$ cat config.mk
export PLATFORM = sky130hd
export DESIGN_NAME = fac_audio_clock_gen
export DESIGN_NICKNAME = d
export VERILOG_FILES = /design/src/fac_pkg.sv /design/src/fac_audio_clock_gen.sv /design/src/fac_edge_divider.sv
export SDC_FILE = /design/constraint.sdc
export NUM_CORES = 1
export LEC_CHECK = 0
export ABC_AREA = 1
export BUFFER_PORTS_ARGS = -buffer_cell sky130_fd_sc_hd__buf_4
export CAP_MARGIN = 10
export CELL_PAD_IN_SITES_DETAIL_PLACEMENT = 0
export CELL_PAD_IN_SITES_GLOBAL_PLACEMENT = 1
export CORE_UTILIZATION = 51
export CTS_BUF_LIST = sky130_fd_sc_hd__clkbuf_8
export DETAILED_ROUTE_END_ITERATION = 8
export GPL_TIMING_DRIVEN = 1
export PLACE_DENSITY = 0.93
export SLEW_MARGIN = 5
export SYNTH_ARGS = -nofsm -noshare
export SYNTH_HDL_FRONTEND = slang
export SYNTH_SLANG_ARGS = --single-unit
export TNS_END_PERCENT = 100
$ cat constraint.sdc
create_clock -name clk_in -period 6.1 [get_ports clk_in]
set_input_delay 1.22 -clock clk_in [delete_from_list [all_inputs] [get_ports clk_in]]
set_output_delay 1.22 -clock clk_in [all_outputs]
set_load 0.01 [all_outputs]
$ cat src/fac_pkg.sv
// constants and types shared by the field-locked audio clock generator
package fac_pkg;

  // ----------------------------------------------------------------------
  // register port
  // ----------------------------------------------------------------------
  localparam int ADDR_W = 8;
  localparam int DATA_W = 8;

  localparam logic [ADDR_W-1:0] ADDR_CPF_LOW  = 8'h30;
  localparam logic [ADDR_W-1:0] ADDR_CPF_MID  = 8'h31;
  localparam logic [ADDR_W-1:0] ADDR_CPF_HIGH = 8'h32;
  localparam logic [ADDR_W-1:0] ADDR_INC_LOW  = 8'h34;
  localparam logic [ADDR_W-1:0] ADDR_INC_MID  = 8'h35;
  localparam logic [ADDR_W-1:0] ADDR_INC_HIGH = 8'h36;
  localparam logic [ADDR_W-1:0] ADDR_BIT_DIV  = 8'h38;
  localparam logic [ADDR_W-1:0] ADDR_CHAN_DIV = 8'h39;
  localparam logic [ADDR_W-1:0] ADDR_CTRL     = 8'h3a;

  // ----------------------------------------------------------------------
  // field widths and layouts
  // ----------------------------------------------------------------------
  localparam int CPF_W   = 18;
  localparam int CPF_HW  = 2;
  localparam int INC_W   = 22;
  localparam int INC_HW  = 6;
  localparam int RATIO_W = 6;
  localparam int CTRL_W  = 4;
  localparam int ACC_W   = 23;
  localparam int ERR_W   = 19;
  localparam int TRIM_W  = 23;
  localparam int SUM_W   = 24;

  localparam int BIT_PHASE_POS  = 0;
  localparam int CHAN_PHASE_POS = 1;
  localparam int VREF_SEL_POS   = 2;
  localparam int LOOP_OPEN_POS  = 3;
  localparam int TRACK_POS      = 4;

  // ----------------------------------------------------------------------
  // reset values and saturation limits
  // ----------------------------------------------------------------------
  localparam logic [CPF_W-1:0]   CPF_RST   = 18'h0_0000;
  localparam logic [INC_W-1:0]   INC_RST   = 22'h00_0000;
  localparam logic [RATIO_W-1:0] RATIO_RST = 6'h01;
  localparam logic [CTRL_W-1:0]  CTRL_RST  = 4'h0;
  localparam logic [TRIM_W-1:0]  TRIM_RST  = 23'h00_0000;
  localparam logic [DATA_W-1:0]  RDATA_RST = 8'h00;

  localparam logic [INC_W-1:0]  INC_MAX  = 22'h3f_ffff;
  localparam logic [CPF_W-1:0]  CPF_MAX  = 18'h3_ffff;
  localparam logic [TRIM_W-1:0] TRIM_MAX = 23'h3f_ffff;
  localparam logic [TRIM_W-1:0] TRIM_MIN = 23'h40_0000;

  // ----------------------------------------------------------------------
  // loop states
  // ----------------------------------------------------------------------
  typedef enum logic [1:0] {
    FAC_OPEN  = 2'b00,
    FAC_FIRST = 2'b01,
    FAC_TRACK = 2'b10
  } fac_loop_t;

endpackage

$ cat src/fac_audio_clock_gen.sv
// field-locked audio clock generator with its control registers
`timescale 1ns/1ps

// Summary of operation
// - hold 18-bit master cycles per field
// - hold 22-bit nominal synthesis increment
// - bit clock divided from master clock
// - channel clock divided from bit clock
// - loop locks to field unless opened
// - field reference from decoder or expansion
// - channel clock moves on chosen bit edge
// - bit clock moves on chosen master edge
module fac_audio_clock_gen (
  input  wire logic                       clk_in,
  input  wire logic                       nrst_in,
  input  wire logic [fac_pkg::ADDR_W-1:0] reg_addr_in,
  input  wire logic [fac_pkg::DATA_W-1:0] reg_wdata_in,
  input  wire logic                       reg_wr_in,
  input  wire logic                       reg_rd_in,
  input  wire logic                       internal_vref_in,
  input  wire logic                       expansion_vertical_ref_in,
  input  wire logic                       audio_master_clock_in,
  output logic      [fac_pkg::DATA_W-1:0] reg_rdata_out,
  output logic                            audio_master_clock_out,
  output logic                            serial_bit_clock_out,
  output logic                            channel_select_clock_out
);
  import fac_pkg::*;

  // ----------------------------------------------------------------------
  // register storage
  // ----------------------------------------------------------------------
  logic [CPF_W-1:0]   cycles_per_field;
  logic [INC_W-1:0]   nominal_increment;
  logic [RATIO_W-1:0] bit_clock_divider;
  logic [RATIO_W-1:0] channel_clock_divider;
  logic [CTRL_W-1:0]  audio_clock_control;
  logic [DATA_W-1:0]  next_rdata;

  function automatic logic wr_hit(input logic [ADDR_W-1:0] a,
                                  input logic [ADDR_W-1:0] sel,
                                  input logic              wr);
    wr_hit = wr && (a == sel);
  endfunction

  wire loop_open_select          = audio_clock_control[LOOP_OPEN_POS];
  wire vertical_reference_select = audio_clock_control[VREF_SEL_POS];
  wire channel_clock_phase       = audio_clock_control[CHAN_PHASE_POS];
  wire bit_clock_phase           = audio_clock_control[BIT_PHASE_POS];

  always_ff @(posedge clk_in) begin
    if (!nrst_in) begin
      cycles_per_field      <= CPF_RST;
      nominal_increment     <= INC_RST;
      bit_clock_divider     <= RATIO_RST;
      channel_clock_divider <= RATIO_RST;
      audio_clock_control   <= CTRL_RST;
    end else begin
      if (wr_hit(reg_addr_in, ADDR_CPF_LOW, reg_wr_in)) begin
        cycles_per_field[7:0] <= reg_wdata_in;
      end else if (wr_hit(reg_addr_in, ADDR_CPF_MID, reg_wr_in)) begin
        cycles_per_field[15:8] <= reg_wdata_in;
      end else if (wr_hit(reg_addr_in, ADDR_CPF_HIGH, reg_wr_in)) begin
        cycles_per_field[CPF_W-1:16] <= reg_wdata_in[CPF_HW-1:0];
      end else if (wr_hit(reg_addr_in, ADDR_INC_LOW, reg_wr_in)) begin
        nominal_increment[7:0] <= reg_wdata_in;
      end else if (wr_hit(reg_addr_in, ADDR_INC_MID, reg_wr_in)) begin
        nominal_increment[15:8] <= reg_wdata_in;
      end else if (wr_hit(reg_addr_in, ADDR_INC_HIGH, reg_wr_in)) begin
        nominal_increment[INC_W-1:16] <= reg_wdata_in[INC_HW-1:0];
      end else if (wr_hit(reg_addr_in, ADDR_BIT_DIV, reg_wr_in)) begin
        bit_clock_divider <= reg_wdata_in[RATIO_W-1:0];
      end else if (wr_hit(reg_addr_in, ADDR_CHAN_DIV, reg_wr_in)) begin
        channel_clock_divider <= reg_wdata_in[RATIO_W-1:0];
      end else if (wr_hit(reg_addr_in, ADDR_CTRL, reg_wr_in)) begin
        audio_clock_control <= reg_wdata_in[CTRL_W-1:0];
      end
    end
  end

  // ----------------------------------------------------------------------
  // read path, unused bits and unmapped addresses read as zero
  // ----------------------------------------------------------------------
  fac_loop_t loop_state;
  wire       tracking = (loop_state == FAC_TRACK);

  always_comb begin
    next_rdata = '0;
    if (reg_addr_in == ADDR_CPF_LOW) begin
      next_rdata = cycles_per_field[7:0];
    end else if (reg_addr_in == ADDR_CPF_MID) begin
      next_rdata = cycles_per_field[15:8];
    end else if (reg_addr_in == ADDR_CPF_HIGH) begin
      next_rdata[CPF_HW-1:0] = cycles_per_field[CPF_W-1:16];
    end else if (reg_addr_in == ADDR_INC_LOW) begin
      next_rdata = nominal_increment[7:0];
    end else if (reg_addr_in == ADDR_INC_MID) begin
      next_rdata = nominal_increment[15:8];
    end else if (reg_addr_in == ADDR_INC_HIGH) begin
      next_rdata[INC_HW-1:0] = nominal_increment[INC_W-1:16];
    end else if (reg_addr_in == ADDR_BIT_DIV) begin
      next_rdata[RATIO_W-1:0] = bit_clock_divider;
    end else if (reg_addr_in == ADDR_CHAN_DIV) begin
      next_rdata[RATIO_W-1:0] = channel_clock_divider;
    end else if (reg_addr_in == ADDR_CTRL) begin
      next_rdata[CTRL_W-1:0] = audio_clock_control;
      next_rdata[TRACK_POS]  = tracking;
    end
  end

  always_ff @(posedge clk_in) begin
    if (!nrst_in) begin
      reg_rdata_out <= RDATA_RST;
    end else if (reg_rd_in) begin
      reg_rdata_out <= next_rdata;
    end
  end

  // ----------------------------------------------------------------------
  // pin synchronisers and field reference
  // ----------------------------------------------------------------------
  logic xrv_s1, xrv_s2;
  logic mx_s1, mx_s2, mx_s3;
  logic ref_prev;

  // internal reference is on our clock already, so it is not resampled
  wire ref_now = vertical_reference_select ? xrv_s2
                                           : internal_vref_in;
  wire field_pulse = ref_now && !ref_prev;
  wire mx_rise     = mx_s2 && !mx_s3;
  wire mx_fall     = !mx_s2 && mx_s3;

  always_ff @(posedge clk_in) begin
    if (!nrst_in) begin
      xrv_s1   <= 1'b0;
      xrv_s2   <= 1'b0;
      mx_s1    <= 1'b0;
      mx_s2    <= 1'b0;
      mx_s3    <= 1'b0;
      ref_prev <= 1'b0;
    end else begin
      xrv_s1   <= expansion_vertical_ref_in;
      xrv_s2   <= xrv_s1;
      mx_s1    <= audio_master_clock_in;
      mx_s2    <= mx_s1;
      mx_s3    <= mx_s2;
      ref_prev <= ref_now;
    end
  end

  // ----------------------------------------------------------------------
  // master clock synthesis and field counting
  // ----------------------------------------------------------------------
  logic [ACC_W-1:0]  acc;
  logic              mclk_prev;
  logic [CPF_W-1:0]  field_count;
  logic [TRIM_W-1:0] trim;

  wire signed [SUM_W-1:0] inc_sum = $signed({2'b00, nominal_increment})
                                  + $signed({trim[TRIM_W-1], trim});
  // clamping keeps a large trim from wrapping the increment around
  wire [INC_W-1:0] inc_eff = inc_sum[SUM_W-1] ? '0
                           : (inc_sum[SUM_W-2:INC_W] != '0) ? INC_MAX
                           : inc_sum[INC_W-1:0];
  wire mclk_rise = acc[ACC_W-1] && !mclk_prev;

  always_ff @(posedge clk_in) begin
    if (!nrst_in) begin
      acc         <= '0;
      mclk_prev   <= 1'b0;
      field_count <= '0;
    end else begin
      acc       <= acc + ACC_W'(inc_eff);
      mclk_prev <= acc[ACC_W-1];
      if (field_pulse) begin
        field_count <= mclk_rise ? CPF_W'(1) : '0;
      end else if (mclk_rise && field_count != CPF_MAX) begin
        field_count <= field_count + CPF_W'(1);
      end
    end
  end

  assign audio_master_clock_out = acc[ACC_W-1];

  // ----------------------------------------------------------------------
  // loop control
  // ----------------------------------------------------------------------
  fac_loop_t next_loop_state;
  wire signed [ERR_W-1:0] err = $signed({1'b0, cycles_per_field})
                              - $signed({1'b0, field_count});
  wire signed [SUM_W-1:0] trim_sum = $signed({trim[TRIM_W-1], trim})
                                   + SUM_W'(err);
  wire trim_hi = !trim_sum[SUM_W-1] && trim_sum[SUM_W-2];
  wire trim_lo = trim_sum[SUM_W-1] && !trim_sum[SUM_W-2];
  wire [TRIM_W-1:0] next_trim = trim_hi ? TRIM_MAX
                              : trim_lo ? TRIM_MIN
                              : trim_sum[TRIM_W-1:0];

  always_comb begin
    next_loop_state = loop_state;
    case (loop_state)
      FAC_OPEN: begin
        if (!loop_open_select) next_loop_state = FAC_FIRST;
      end
      // the first field after closing is partial, so it only starts counting
      FAC_FIRST: begin
        if (loop_open_select) next_loop_state = FAC_OPEN;
        else if (field_pulse) next_loop_state = FAC_TRACK;
      end
      FAC_TRACK: begin
        if (loop_open_select) next_loop_state = FAC_OPEN;
      end
      default: next_loop_state = FAC_OPEN;
    endcase
  end

  always_ff @(posedge clk_in) begin
    if (!nrst_in) begin
      loop_state <= FAC_OPEN;
      trim       <= TRIM_RST;
    end else begin
      loop_state <= next_loop_state;
      if (loop_open_select) begin
        trim <= TRIM_RST;
      end else if (tracking && field_pulse) begin
        trim <= next_trim;
      end
    end
  end

  // ----------------------------------------------------------------------
  // bit and channel clock dividers
  // ----------------------------------------------------------------------
  wire bit_rise;
  wire bit_fall;

  fac_edge_divider u_bit_div (
    .clk_in   (clk_in),
    .nrst_in  (nrst_in),
    .rise_in  (mx_rise),
    .fall_in  (mx_fall),
    .phase_in (bit_clock_phase),
    .ratio_in (bit_clock_divider),
    .clk_out  (serial_bit_clock_out),
    .rise_out (bit_rise),
    .fall_out (bit_fall)
  );

  fac_edge_divider u_chan_div (
    .clk_in   (clk_in),
    .nrst_in  (nrst_in),
    .rise_in  (bit_rise),
    .fall_in  (bit_fall),
    .phase_in (channel_clock_phase),
    .ratio_in (channel_clock_divider),
    .clk_out  (channel_select_clock_out),
    .rise_out (),
    .fall_out ()
  );
endmodule

$ cat src/fac_edge_divider.sv
// divides a stream of edge pulses into a clock that moves on a chosen edge
`timescale 1ns/1ps

module fac_edge_divider
  import fac_pkg::*;
(
  input  wire logic                        clk_in,
  input  wire logic                        nrst_in,
  input  wire logic                        rise_in,
  input  wire logic                        fall_in,
  input  wire logic                        phase_in,
  input  wire logic [fac_pkg::RATIO_W-1:0] ratio_in,
  output logic                             clk_out,
  output logic                             rise_out,
  output logic                             fall_out
);

  logic [RATIO_W-1:0] cnt;
  wire                trig;
  wire [RATIO_W-1:0]  limit;
  wire [RATIO_W-1:0]  cnt_inc;
  wire                wrap;

  // a ratio of zero would stall the clock, so it acts as one
  assign limit   = (ratio_in == '0) ? RATIO_W'(1) : ratio_in;
  assign trig    = phase_in ? rise_in : fall_in;
  assign cnt_inc = cnt + RATIO_W'(1);
  assign wrap    = trig && (cnt_inc >= limit);

  always_ff @(posedge clk_in) begin
    if (!nrst_in) begin
      cnt      <= '0;
      clk_out  <= 1'b0;
      rise_out <= 1'b0;
      fall_out <= 1'b0;
    end else begin
      rise_out <= wrap && !clk_out;
      fall_out <= wrap && clk_out;
      if (wrap) begin
        cnt     <= '0;
        clk_out <= !clk_out;
      end else if (trig) begin
        cnt <= cnt_inc;
      end
    end
  end
endmodule

-- Yosys cells after proc, flatten, opt, wreduce, memory -nomap -nowiden
Index checks and enable logic that the tools add are counted.
W data, S select, Z words.
- bits in registers: 153
- output and inout bits: 11
- word-level logic and storage cells: 134
- add/sub/neg operators: 7
- $lt $le $gt $ge: 2
- equal/unequal tests: 15
- mux-type cells: 29
- bitwise logic cells: 9
- reductions and logical operators: 45
- operators with widths (cell ; number):
    $eq A8 B6 Y1 const B ; 9
    $mux W23 ; 2
    $mux W22 ; 2
    $mux W18 ; 2
    $mux W6 ; 6
    $add A23 B19 Y24 ; 1
    $add A23 B23 Y24 ; 1
    $mux W8 ; 3
    $add A23 B22 Y23 ; 1
    $logic_and A1 B1 Y1 ; 21
    $sub A18 B18 Y19 ; 1
    $add A18 B1 Y18 const B ; 1
    $ne A18 B18 Y1 const B ; 1
    $add A6 B1 Y6 const B ; 2
    $ge A6 B6 Y1 ; 2
    $logic_not A6 Y1 ; 2
    $mux W2 ; 6
    $mux W5 ; 2
    $not A1 Y1 ; 9
    $reduce_and A9 Y1 ; 1
    $logic_not A1 Y1 ; 8
    $reduce_and A8 Y1 ; 1
    $reduce_and A7 Y1 ; 1
    $pmux W2 S3 ; 1
    other kinds (13) ; 21

-- Depth between registers and ports, before layout
Gate-level depths: netlist (run 1).
- depth in word-level cells: 10
- depth in mapped cells: 28
- depth with buffers taken out: 27

-- Hierarchy
Synthesis (run 1) repeated with hierarchy kept, for this count alone.
- cells, all modules: 1801
- area, all modules: 11688.7 µm²
- by module, submodules not included (module ; instances ; cells an instance ; area each (µm²) ; sequential area each (µm²)):
    fac_audio_clock_gen ; 1 ; 1613 ; 10432.5 ; 2742.6
    fac_edge_divider ; 2 ; 94 ; 628.1 ; 180.2

-- Least setup slack after synthesis (run 1)
OpenSTA, ideal clock, no wires.
- path kind: reg-to-reg
- start point: reg trim[0]
- end point: reg acc[12]
- data arrival time: 3.459 ns
- required time: 6.030 ns
- path slack: 2.571 ns
- cell stages (with the launch flop): 28
- path through: dfxtp_1 -> ha_1 -> inv_1 -> fa_1 -> inv_1 -> nand3_1 -> nand2_1 -> a21boi_2 -> inv_1 -> nand2_1 -> nand4_1 -> nand2_2 -> inv_2 -> buf_6 -> o21ai_1 -> inv_1 -> ha_1 -> inv_1 -> fa_1 -> nor2_1 -> nand2_1 -> nand2_1 -> a21oi_1 -> o21ai_1 -> inv_1 -> o21ai_1 -> o21ai_0 -> a21oi_1
- word-level cells in the longest chain between the ends: 4
- RTL lines (item ; line ; text):
    start, declared ; fac_audio_clock_gen.sv:157 ; logic [TRIM_W-1:0] trim;
    start signal, assigned ; fac_audio_clock_gen.sv:226 ; trim <= next_trim;
    $add A23 B23 Y24 (*) ; fac_audio_clock_gen.sv:160 ; + $signed({trim[TRIM_W-1], trim});
    $mux W22 ; fac_audio_clock_gen.sv:163 ; : (inc_sum[SUM_W-2:INC_W] != '0) ? INC_MAX
    $mux W22 (*) ; fac_audio_clock_gen.sv:162 ; wire [INC_W-1:0] inc_eff = inc_sum[SUM_W-1] ? '0
    $add A23 B22 Y23 (*) ; fac_audio_clock_gen.sv:173 ; acc <= acc + ACC_W'(inc_eff);
    end signal, assigned ; fac_audio_clock_gen.sv:173 ;
    end, declared ; fac_audio_clock_gen.sv:154 ; logic [ACC_W-1:0] acc;
Every way passes the cells marked *; elsewhere a longest branch is shown, timed or not.
A chain may end at the register's enable or synchronous reset.

-- Final worst setup path (run 1)
- start point: reg field_count[0]
- end point: reg trim[20]
- word-level cells in the longest chain between the ends: 6
- elaborated cells on any way between the ends: 8
- RTL lines (item ; line ; text):
    start, declared ; fac_audio_clock_gen.sv:156 ; logic [CPF_W-1:0] field_count;
    start signal, assigned ; fac_audio_clock_gen.sv:176 ; field_count <= mclk_rise ? CPF_W'(1) : '0;
    start signal, assigned ; fac_audio_clock_gen.sv:178 ; field_count <= field_count + CPF_W'(1);
    $sub A18 B18 Y19 (*) ; fac_audio_clock_gen.sv:190 ; - $signed({1'b0, field_count});
    $add A23 B19 Y24 (*) ; fac_audio_clock_gen.sv:192 ; + SUM_W'(err);
    $logic_not A1 Y1 ; fac_audio_clock_gen.sv:194 ; wire trim_lo = trim_sum[SUM_W-1] && !trim_sum[SUM_W-2];
    $logic_and A1 B1 Y1 ; fac_audio_clock_gen.sv:194 ;
    $mux W23 ; fac_audio_clock_gen.sv:196 ; : trim_lo ? TRIM_MIN
    $mux W23 (*) ; fac_audio_clock_gen.sv:195 ; wire [TRIM_W-1:0] next_trim = trim_hi ? TRIM_MAX
Marked as above.

==> flow_summary.toml, run 1 <==
[sta]
grt_setup_unrepaired = "no"
finalMaxSlewViolations = 0
fin_tns_setup_ns = 0
tightest_slew_ns = 1.04
report.final.setup_viol = 0
skew_ns = 0.0237
slew_headroom = 0.303
period_needed_ns = 4.17
finalHoldViolCount = 0
fmax_mhz = 240
timing.final.crit_share = 0.684

[critical_path]
crit_path_max_fanout = 18
worstReg2RegStart = "field_count[0]"
r2r_setup_slack_ns = 1.93
crit_end = "trim[20]"
crit_chain = "ha_1, inv_1, fa_1, a21oi_1, o21bai_1, nand3_1, o2111ai_1, a21boi_0, nor2_1, nor2_1, ha_1, a21oi_1, nand2_1, a21oi_1, nand4_2, nand2_4, nor2_4, nor2_8, a21oi_1"
crit_start = "field_count[0]"
rr_worst_depth = 19
slowest_delay_ns = 0.42
r2r-end = "trim[20]"
cp.required_ns = 6.45
endpoint_kind = "flip-flop"
worst_ep_arrival_time_ns = 4.52
worst_path_most_repeated_cell = "a21oi_1"
slowest_stage = "nor2_1"
critPathKind = "flip-flop to flip-flop"
start_kind = "flip-flop"

[power]
seqPwrFrac = 0.493
worst_ir_drop_vdd_v = 0.000118
swShare = 0.320
p_per_area_mw_per_mm2 = 169
p_sw_uw = 667
p_comb_frac = 0.128
pwr-share-clk = 0.379
power_leakage_nw = 5.92
cell_internal_pwr_mw = 1.42

[global_routing]
grt_usage = 0.279
grt_pass1_wl_um = 52100
grt_pass1_vias = 10400
antenna_found_initial = 0
overflow = 0
grt_max_degree = 72

[placed_design]
gp_congestion = 0.906
port_buffers = 33
hpwl_um = 25400

[floorplan]
die_w_um = 152
die_area_sq_mm = 0.0231
core_sq_mm = 0.0220
ios = 34
std_cell_rows = 54
die_h_um = 152
initial_core_util = 0.522

[layout]
drive_gt1_frac = 0.0800
fill_cells = 2200
final_common_cell = "nand2_1"
final_nets = 1865
post-route-util = 0.561
area_growth_pct = 7.41
final_cell_mix = "nand2_1, a21oi_1, inv_1, dfxtp_1, o21ai_0"
antenna_cells = 0

[clocking]
ctsHoldBuffers = 0
cts_resized = 0
cts_inserted_buffers = 17
tritoncts = "built"
cts.sinks = 153
h-tree-depth = 4
cts_setup_buffers = 0
clk-insertion-delay-late_ns = 0.48
cts.clk_slew.worst_paths_ns = 0.11
cts_root_buffer = "clkbuf_8"
clk_path_buf_depth = 2

[synth]
syn_area_sq_mm = 0.0115
netlist.area_leader.share = 0.267
synth_async_sr_flop_share = 0
ys_types = 52
synth_area_leaders = "dfxtp_1, nand2_1, ha_1"
synth_edf_count = 0
synth_cells = 1714
seq_area_frac_synth = 0.267
syn_area_per_cell_sq_um = 6.69
synth_nets = 1841
yosys.area.top_type = "dfxtp_1"
synth_warnings = 0
ys_ff_latch = 153
synth_top_flop_cell = "dfxtp_1"

[detailed_routing]
route.vias.total = 11100
drtIter0Drc = 780
drc_errors = 0
wl_um = 31700
ant_nets = 0
avgRoutedWirePerCell_um = 15.6
viasPerCell = 5.47
first_pass_iters = 7

[outcome]
status = "finished clean"

[worst_hold_path]
hold_depth = 2
hp-class = "flip-flop to flip-flop"

[job]
drv_cap = 0
## sequential cells by signal, summed over array words and instances, names as in the netlist, 4 cells and up
signal	cells
u_bit_div.cnt	6
channel_clock_divider	6
acc	23
u_chan_div.cnt	6
audio_clock_control	4
trim	23
reg_rdata_out	8
nominal_increment	22
bit_clock_divider	6
cycles_per_field	18
field_count	18
## power by group through the flow
stage	registers (mW)	logic, mW	clock network (mW)
after floorplan	1.05	0.192	0
after global placement	1.05	0.261	0
after detailed placement	1.05	0.264	0
after CTS	1.03	0.266	0.806
after global routing	1.03	0.299	0.851
final	1.03	0.267	0.789
## per-layer routing
layer | wire length, um | up-vias | track usage
li1 | - | 5770 | -
met1 | 15200 | 4963 | 0.383
met2 | 13800 | 314 | 0.442
met3 | 1800 | 56 | 0.0399
met4 | 858 | 0 | 0.107
met5 | 0 | - | 0
## cell families after synthesis
kind of cell,Yosys count,share of synthesized area
buffers and inverters,260,0.0901
adders and majority gates,104,0.116
DFF,153,0.267
and+or+nand+nor,683,0.264
AOI/OAI and AO/OA,456,0.218
xor gates and xnor gates,57,0.0436
muxes,1,0.000873
## stage by stage
step | total power [mW] | setup slack (ns) | area [sq um] | hold slack, ns | cells
floorplan | 1.24 | 2.57 | 11500 | 0.390 | 1714
global placement | 1.31 | 2.12 | 11900 | 0.398 | 1999
detailed placement | 1.31 | 1.96 | 11900 | 0.400 | 1999
CTS | 2.10 | 1.96 | 12300 | 0.427 | 2031
global route | 2.18 | 1.49 | 12300 | 0.453 | 2031
finish | 2.08 | 1.93 | 12300 | 0.425 | 2031
## worst max-delay path: cells and delay by family (launching register included)
| family | cells | cell delay [ns] |
|---|---|---|
| simple gates | 8 | 1.33 |
| compound gates | 7 | 1.29 |
| fa+ha+maj | 3 | 0.96 |
| flops | 1 | 0.41 |
| buf+inv | 1 | 0.06 |
## synth_stat cells, drive strengths merged (2+ instances only)
master and n:
nand2 382, a21oi 235, inv 229, nor2 155
o21ai 154, dfxtp 153, ha 100, nand3 80
xor2 46, nor3 27, nand4 24, clkbuf 17
buf 13, o21bai 12, xnor2 11, a21o 9
o211ai 9, a31oi 8, nor4 6, a211oi 5
o21a 5, a21boi 4, a31o 4, fa 4
a221oi 3, nand3b 3, o2111ai 3, o31ai 3
or2 3, and2 2, o22ai 2
## final cells by class
| type | count | area (sq um) | area share |
|---|---|---|---|
| multi-input cells | 1301 | 7370 | 0.598 |
| flip-flops and latches | 153 | 3060 | 0.249 |
| inverters | 230 | 863 | 0.0701 |
| well taps | 280 | 350 | 0.0285 |
| repair buffers | 35 | 263 | 0.0213 |
| clock buffers | 17 | 234 | 0.0190 |
| clock inverters | 15 | 171 | 0.0139 |
## worst min path at each step
stage	slack, ns	start	endpoint
2_1_floorplan	0.39	mx_s1	mx_s2
3_3_place_gp	0.40	xrv_s1	xrv_s2
3_5_place_dp	0.40	xrv_s1	xrv_s2
4_1_cts	0.43	xrv_s1	xrv_s2
5_1_grt	0.45	xrv_s1	xrv_s2
6_report	0.43	xrv_s1	xrv_s2
No activity file was read; power rests on OpenSTA's default activity.
==> run 2, diff against run 1 <==
CORE_UTILIZATION = 43   (was 51)
PLACE_DENSITY = 0.84   (was 0.93)
clock period = 3.7 ns   (was 6.1 ns; I/O delays follow)
==> flow_summary.toml, run 2 (synthesized netlist as in run 1, its figures left out) <==
[outcome]
status = "finished clean"

[detailed_routing]
avgRoutedWirePerCell_um = 15.8
viasPerCell = 5.31
ant_nets = 0
drtIter0Drc = 872
first_pass_iters = 5
drc_errors = 0
route.vias.total = 11700
wl_um = 34800

[floorplan]
die_w_um = 165
initial_core_util = 0.439
std_cell_rows = 59
ios = 34
core_sq_mm = 0.0261
die_h_um = 165
die_area_sq_mm = 0.0273

[global_routing]
grt-busiest-layer = "met2"
grt_max_degree = 71
overflow = 0
antenna_found_initial = 0
grt_pass1_wl_um = 54000
grt_usage = 0.254
grt_pass1_vias = 10600
use_met3 = 0.0312
met2_usage = 0.403
grt_use_met1 = 0.351

[layout]
final_cell_mix = "nand2_1, inv_1, a21oi_1, buf_4, dfxtp_1"
drive_gt1_frac = 0.210
area_growth_pct = 21.4
final_nets = 1980
antenna_cells = 0
largest_registers = "acc (23), trim (23), nominal_increment (22)"
final_common_cell = "nand2_1"
fill_cells = 2612

[sta]
fmax_mhz = 276
finalHoldViolCount = 0
slew_headroom = 0.390
skew_ns = 0.0248
grt_setup_unrepaired = "yes"
tightest_slew_ns = 0.908
report.final.setup_viol = 0
period_needed_ns = 3.63
timing.final.crit_share = 0.981
worst_hold_slack_ns = 0.418
finalMaxSlewViolations = 0

[critical_path]
worst_path_most_repeated_cell = "nand2_2"
worst_ep_arrival_time_ns = 3.98
crit_family = "simple AND/OR/NAND/NOR gates"
start_kind = "flip-flop"
endpoint_kind = "flip-flop"
slowest_stage = "fa_2"
slowest_delay_ns = 0.37
cp.required_ns = 4.06
critPathKind = "flip-flop to flip-flop"
crit_path_max_fanout = 5
cp_num_buf_inv = 4

[clocking]
tritoncts = "built"
h-tree-depth = 4
cts.clk_slew.worst_paths_ns = 0.11
cts.sinks = 153
clk_path_buf_depth = 2
cts_inserted_buffers = 17
cts_root_buffer = "clkbuf_8"
ctsHoldBuffers = 0
clk-insertion-delay-late_ns = 0.47

[worst_hold_path]
hp-class = "flip-flop to flip-flop"

[power]
cell_internal_pwr_mw = 2.47
pwr-share-clk = 0.370
power_leakage_nw = 6.57
p_comb_frac = 0.158
worst_ir_drop_vdd_v = 0.000203
p_sw_mw = 1.12
p_per_area_mw_per_mm2 = 258
p_total_mw = 3.59
seqPwrFrac = 0.473
swShare = 0.313

[placed_design]
hpwl_um = 27100
gp_congestion = 0.940
port_buffers = 33

[job]
drv_cap = 0
## run 2: final timing paths
path	cells after the start	endpoint	slack, ns	start
setup / recovery	25	trim[20]	0.07	cycles_per_field[0]
hold / removal	2	mx_s2	0.42	mx_s1
setup reg to reg	25	trim[20]	0.07	cycles_per_field[0]
hold reg to reg	2	mx_s2	0.42	mx_s1
## run 2: through the flow
step	utilization	setup WS (ns)	cell area, sq um	std cells	TNS (ns)
3_5_place_dp	0.485	-0.271	12700	2147	-1.84
5_1_grt	0.532	-0.144	13900	2201	-3.01
3_3_place_gp	0.485	-0.230	12700	2147	-0.388
2_1_floorplan	-	0.171	11500	1714	0
4_1_cts	0.506	0.00154	13200	2182	0
6_report	0.532	0.0720	13900	2201	0
## run 2: cell type report
| cell class | instances | area, sq um | area share |
|---|---|---|---|
| Tap cell | 335 | 419 | 0.0301 |
| Sequential cell | 153 | 3090 | 0.222 |
| Inverter | 230 | 863 | 0.0621 |
| Clock inverter | 15 | 159 | 0.0114 |
| Multi-Input combinational cell | 1301 | 7980 | 0.573 |
| Clock buffer | 17 | 234 | 0.0168 |
| Timing Repair Buffer | 150 | 1170 | 0.0842 |
## run 2: what timing repair did
action                     in CTS  in global routing
pin swaps                       9                 53
resized for setup              19                151
gates cloned                    0                  2
setup buffers                   3                 17
setup endpoints to repair      22                 40
## run 2: power groups by stage
stage | clock network, mW | registers, mW | logic (mW)
4_1_cts | 1.35 | 1.69 | 0.512
3_3_place_gp | 0 | 1.73 | 0.483
6_report | 1.33 | 1.70 | 0.566
5_1_grt | 1.42 | 1.70 | 0.623
2_1_floorplan | 0 | 1.73 | 0.316
3_5_place_dp | 0 | 1.73 | 0.489
## run 2: worst reg2reg max path: cells and delay by family, from the launching register on
| kind | cells | cell delay (ns) |
|---|---|---|
| AO/OA/AOI/OAI | 5 | 0.73 |
| XOR/XNOR | 1 | 0.19 |
| adder cells (fa/ha/maj) | 3 | 0.77 |
| buffers and inverters | 4 | 0.38 |
| flip-flops | 1 | 0.33 |
| AND/OR/NAND/NOR | 12 | 1.11 |
## run 2: layer usage
metal / up-vias / share of wire
li1: 6008 / -
met1: 5290 / 0.47
met2: 336 / 0.45
met3: 48 / 0.047
met4: 0 / 0.028
met5: - / 0
==> run 3, diff against run 2 <==
CORE_UTILIZATION = 47   (was 43)
PLACE_DENSITY = 0.87   (was 0.84)
REMOVE_ABC_BUFFERS = 1   (was unset)
clock period = 3.5 ns   (was 3.7 ns; I/O delays follow)
==> flow_summary.toml, run 3 (synthesized netlist as in run 1, its figures left out) <==
[critical_path]
endpoint_kind = "flip-flop"
slowest_stage = "ha_1"
r2r_setup_slack_ns = -0.09
cp.required_ns = 3.87
critPathKind = "flip-flop to flip-flop"
slowest_delay_ns = 0.35
r2r-end = "trim[6]"
worst_ep_arrival_time_ns = 3.96
crit_chain = "inv_1, ha_1, buf_4, a21oi_1, o21ai_1, nand2_1, nand4_1, a21oi_1, xor2_1, ha_1, nand2_1, nand2_1, nand2_1, nand2_1, a21oi_2, buf_4, nand4_2, nand2_4, nor2_4, nor2_8, buf_12, a21oi_2"
crit_path_max_fanout = 9
worst_path_most_repeated_cell = "nand2_1"
start_kind = "flip-flop"
rr_worst_depth = 22
worstReg2RegStart = "field_count[4]"

[detailed_routing]
route.vias.total = 12700
route.met2.wl_um = 17600
drc_errors = 0
wl_um = 37900
first_pass_iters = 6
viasPerCell = 5.41
top_layer = "met4"
wl_met3_um = 2100
ant_nets = 0
drt-met1-wl_um = 17000
avgRoutedWirePerCell_um = 16.1
drtIter0Drc = 838

[floorplan]
die_w_um = 158
die_h_um = 158
initial_core_util = 0.484
core_sq_mm = 0.0237
die_area_sq_mm = 0.0250
std_cell_rows = 56
ios = 34

[sta]
worst_hold_slack_ns = 0.383
finalMaxSlewViolations = 0
period_needed_ns = 3.59
fmax_mhz = 278
layout_setup_ws_ns = -0.0907
report.final.setup_viol = 23
finalHoldViolCount = 0
slew_headroom = 0.410
grt_setup_unrepaired = "yes"
tightest_slew_ns = 0.882
fin_tns_setup_ns = -1.52
timing.final.crit_share = 1.03
skew_ns = 0.0361

[layout]
area_growth_pct = 38.5
finalInstanceArea_sq_mm = 0.0159
fill_cells = 2062
multi_input_area_sq_mm = 0.00862
final_nets = 2146
drive_gt1_frac = 0.321
final_cell_mix = "nand2_1, buf_4, inv_1, a21oi_1, dfxtp_1"
antenna_cells = 0
final_common_cell = "nand2_1"
largest_registers = "acc (23), trim (23), nominal_increment (22)"
regArea_sq_mm = 0.00311

[clocking]
clk_path_buf_depth = 2
cts.clk_slew.worst_paths_ns = 0.12
cts_inserted_buffers = 17
cts.sinks = 153
clk-insertion-delay-late_ns = 0.50
tritoncts = "built"
h-tree-depth = 4
cts_root_buffer = "clkbuf_8"

[outcome]
violations = "negative setup slack"
status = "finished, violations left"

[global_routing]
overflow = 0
grt_max_degree = 71
antenna_found_initial = 0
grt_usage = 0.291
grt_pass1_vias = 11700
grt_pass1_wl_um = 57000

[power]
power_leakage_nw = 7.47
p_per_area_mw_per_mm2 = 248
worst_ir_drop_vdd_v = 0.000295

[placed_design]
hpwl_um = 28100
gp_congestion = 0.901
placed_area_sq_mm = 0.0139
port_buffers = 33
dpl_worst_slack_ns = -0.526

[worst_hold_path]
hold_end = "mx_s1"
hold_depth = 3
hp-class = "input pin to flip-flop"
min_from = "audio_master_clock_in"

[job]
drv_cap = 0
[run 3: cell count changes in the layout (fill, tap and decap cells not counted), moves of 7 or more]
| cell | delta |
|---|---|
| a21oi_1 | -19 |
| a21oi_2 | +18 |
| buf_4 | +159 |
| clkinv_8 | +7 |
| ha_1 | -25 |
| ha_4 | +30 |
| inv_1 | -9 |
| nand2_1 | -7 |
| nand3_1 | -7 |
| nand3_2 | +7 |
| nor2_1 | -12 |
| nor2_2 | +10 |
| o21ai_0 | -12 |
| o21ai_1 | +7 |
[run 3: per-layer routing]
metal	vias to the layer above	global-route usage
met4	0	0.103
met1	5883	0.396
met5	-	0
li1	6351	-
met2	402	0.475
met3	90	0.0323
[run 3: worst max path at each step]
stage	from	end	slack, ns	cells after the start
after floorplan	field_count[0]	trim[12]	-0.02	19
after global placement	cycles_per_field[0]	trim[0]	-0.43	26
after detailed placement	cycles_per_field[0]	trim[0]	-0.53	26
after CTS	cycles_per_field[0]	trim[0]	-0.17	27
after global routing	cycles_per_field[0]	trim[1]	-0.34	27
final	field_count[4]	trim[6]	-0.09	22
[run 3: final cells by class]
class | count | share of cell area
clock buffers | 17 | 0.0147
clock inverters | 15 | 0.0122
inverters | 230 | 0.0547
multi-input cells | 1301 | 0.543
flip-flops and latches | 153 | 0.196
well taps | 319 | 0.0251
repair buffers | 316 | 0.154
[run 3: report_power, final]
part / switching (mW) / internal [mW] / leakage [nW]
clock: 0.890 / 0.555 / 0.212
sequential: 0.0266 / 1.77 / 1.25
combinational: 0.389 / 0.302 / 6.01
total: 1.31 / 2.63 / 7.47
[run 3: what timing repair did]
action / in CTS / in global routing
hold buffers: 0 / 0
hold endpoints to repair: 0 / 0
resized for setup: 69 / 233
setup buffers: 11 / 22
setup endpoints to repair: 36 / 41
pin swaps: 34 / 91
[run 3: stage by stage]
| stage | util | power [mW] | instances |
|---|---|---|---|
| after floorplan | - | 2.14 | 1684 |
| after global placement | 0.585 | 2.39 | 2287 |
| after detailed placement | 0.585 | 2.39 | 2287 |
| after CTS | 0.620 | 3.86 | 2329 |
| after global routing | 0.670 | 4.06 | 2351 |
| final | 0.670 | 3.93 | 2351 |
[run 3: critical path, delay by kind of cell (launching register included)]
family,cells,cell delay [ns]
and+or+nand+nor,10,0.96
buffers and inverters,4,0.49
DFF,1,0.34
adders and majority gates,2,0.65
AOI/OAI and AO/OA,5,0.68
xor gates and xnor gates,1,0.31
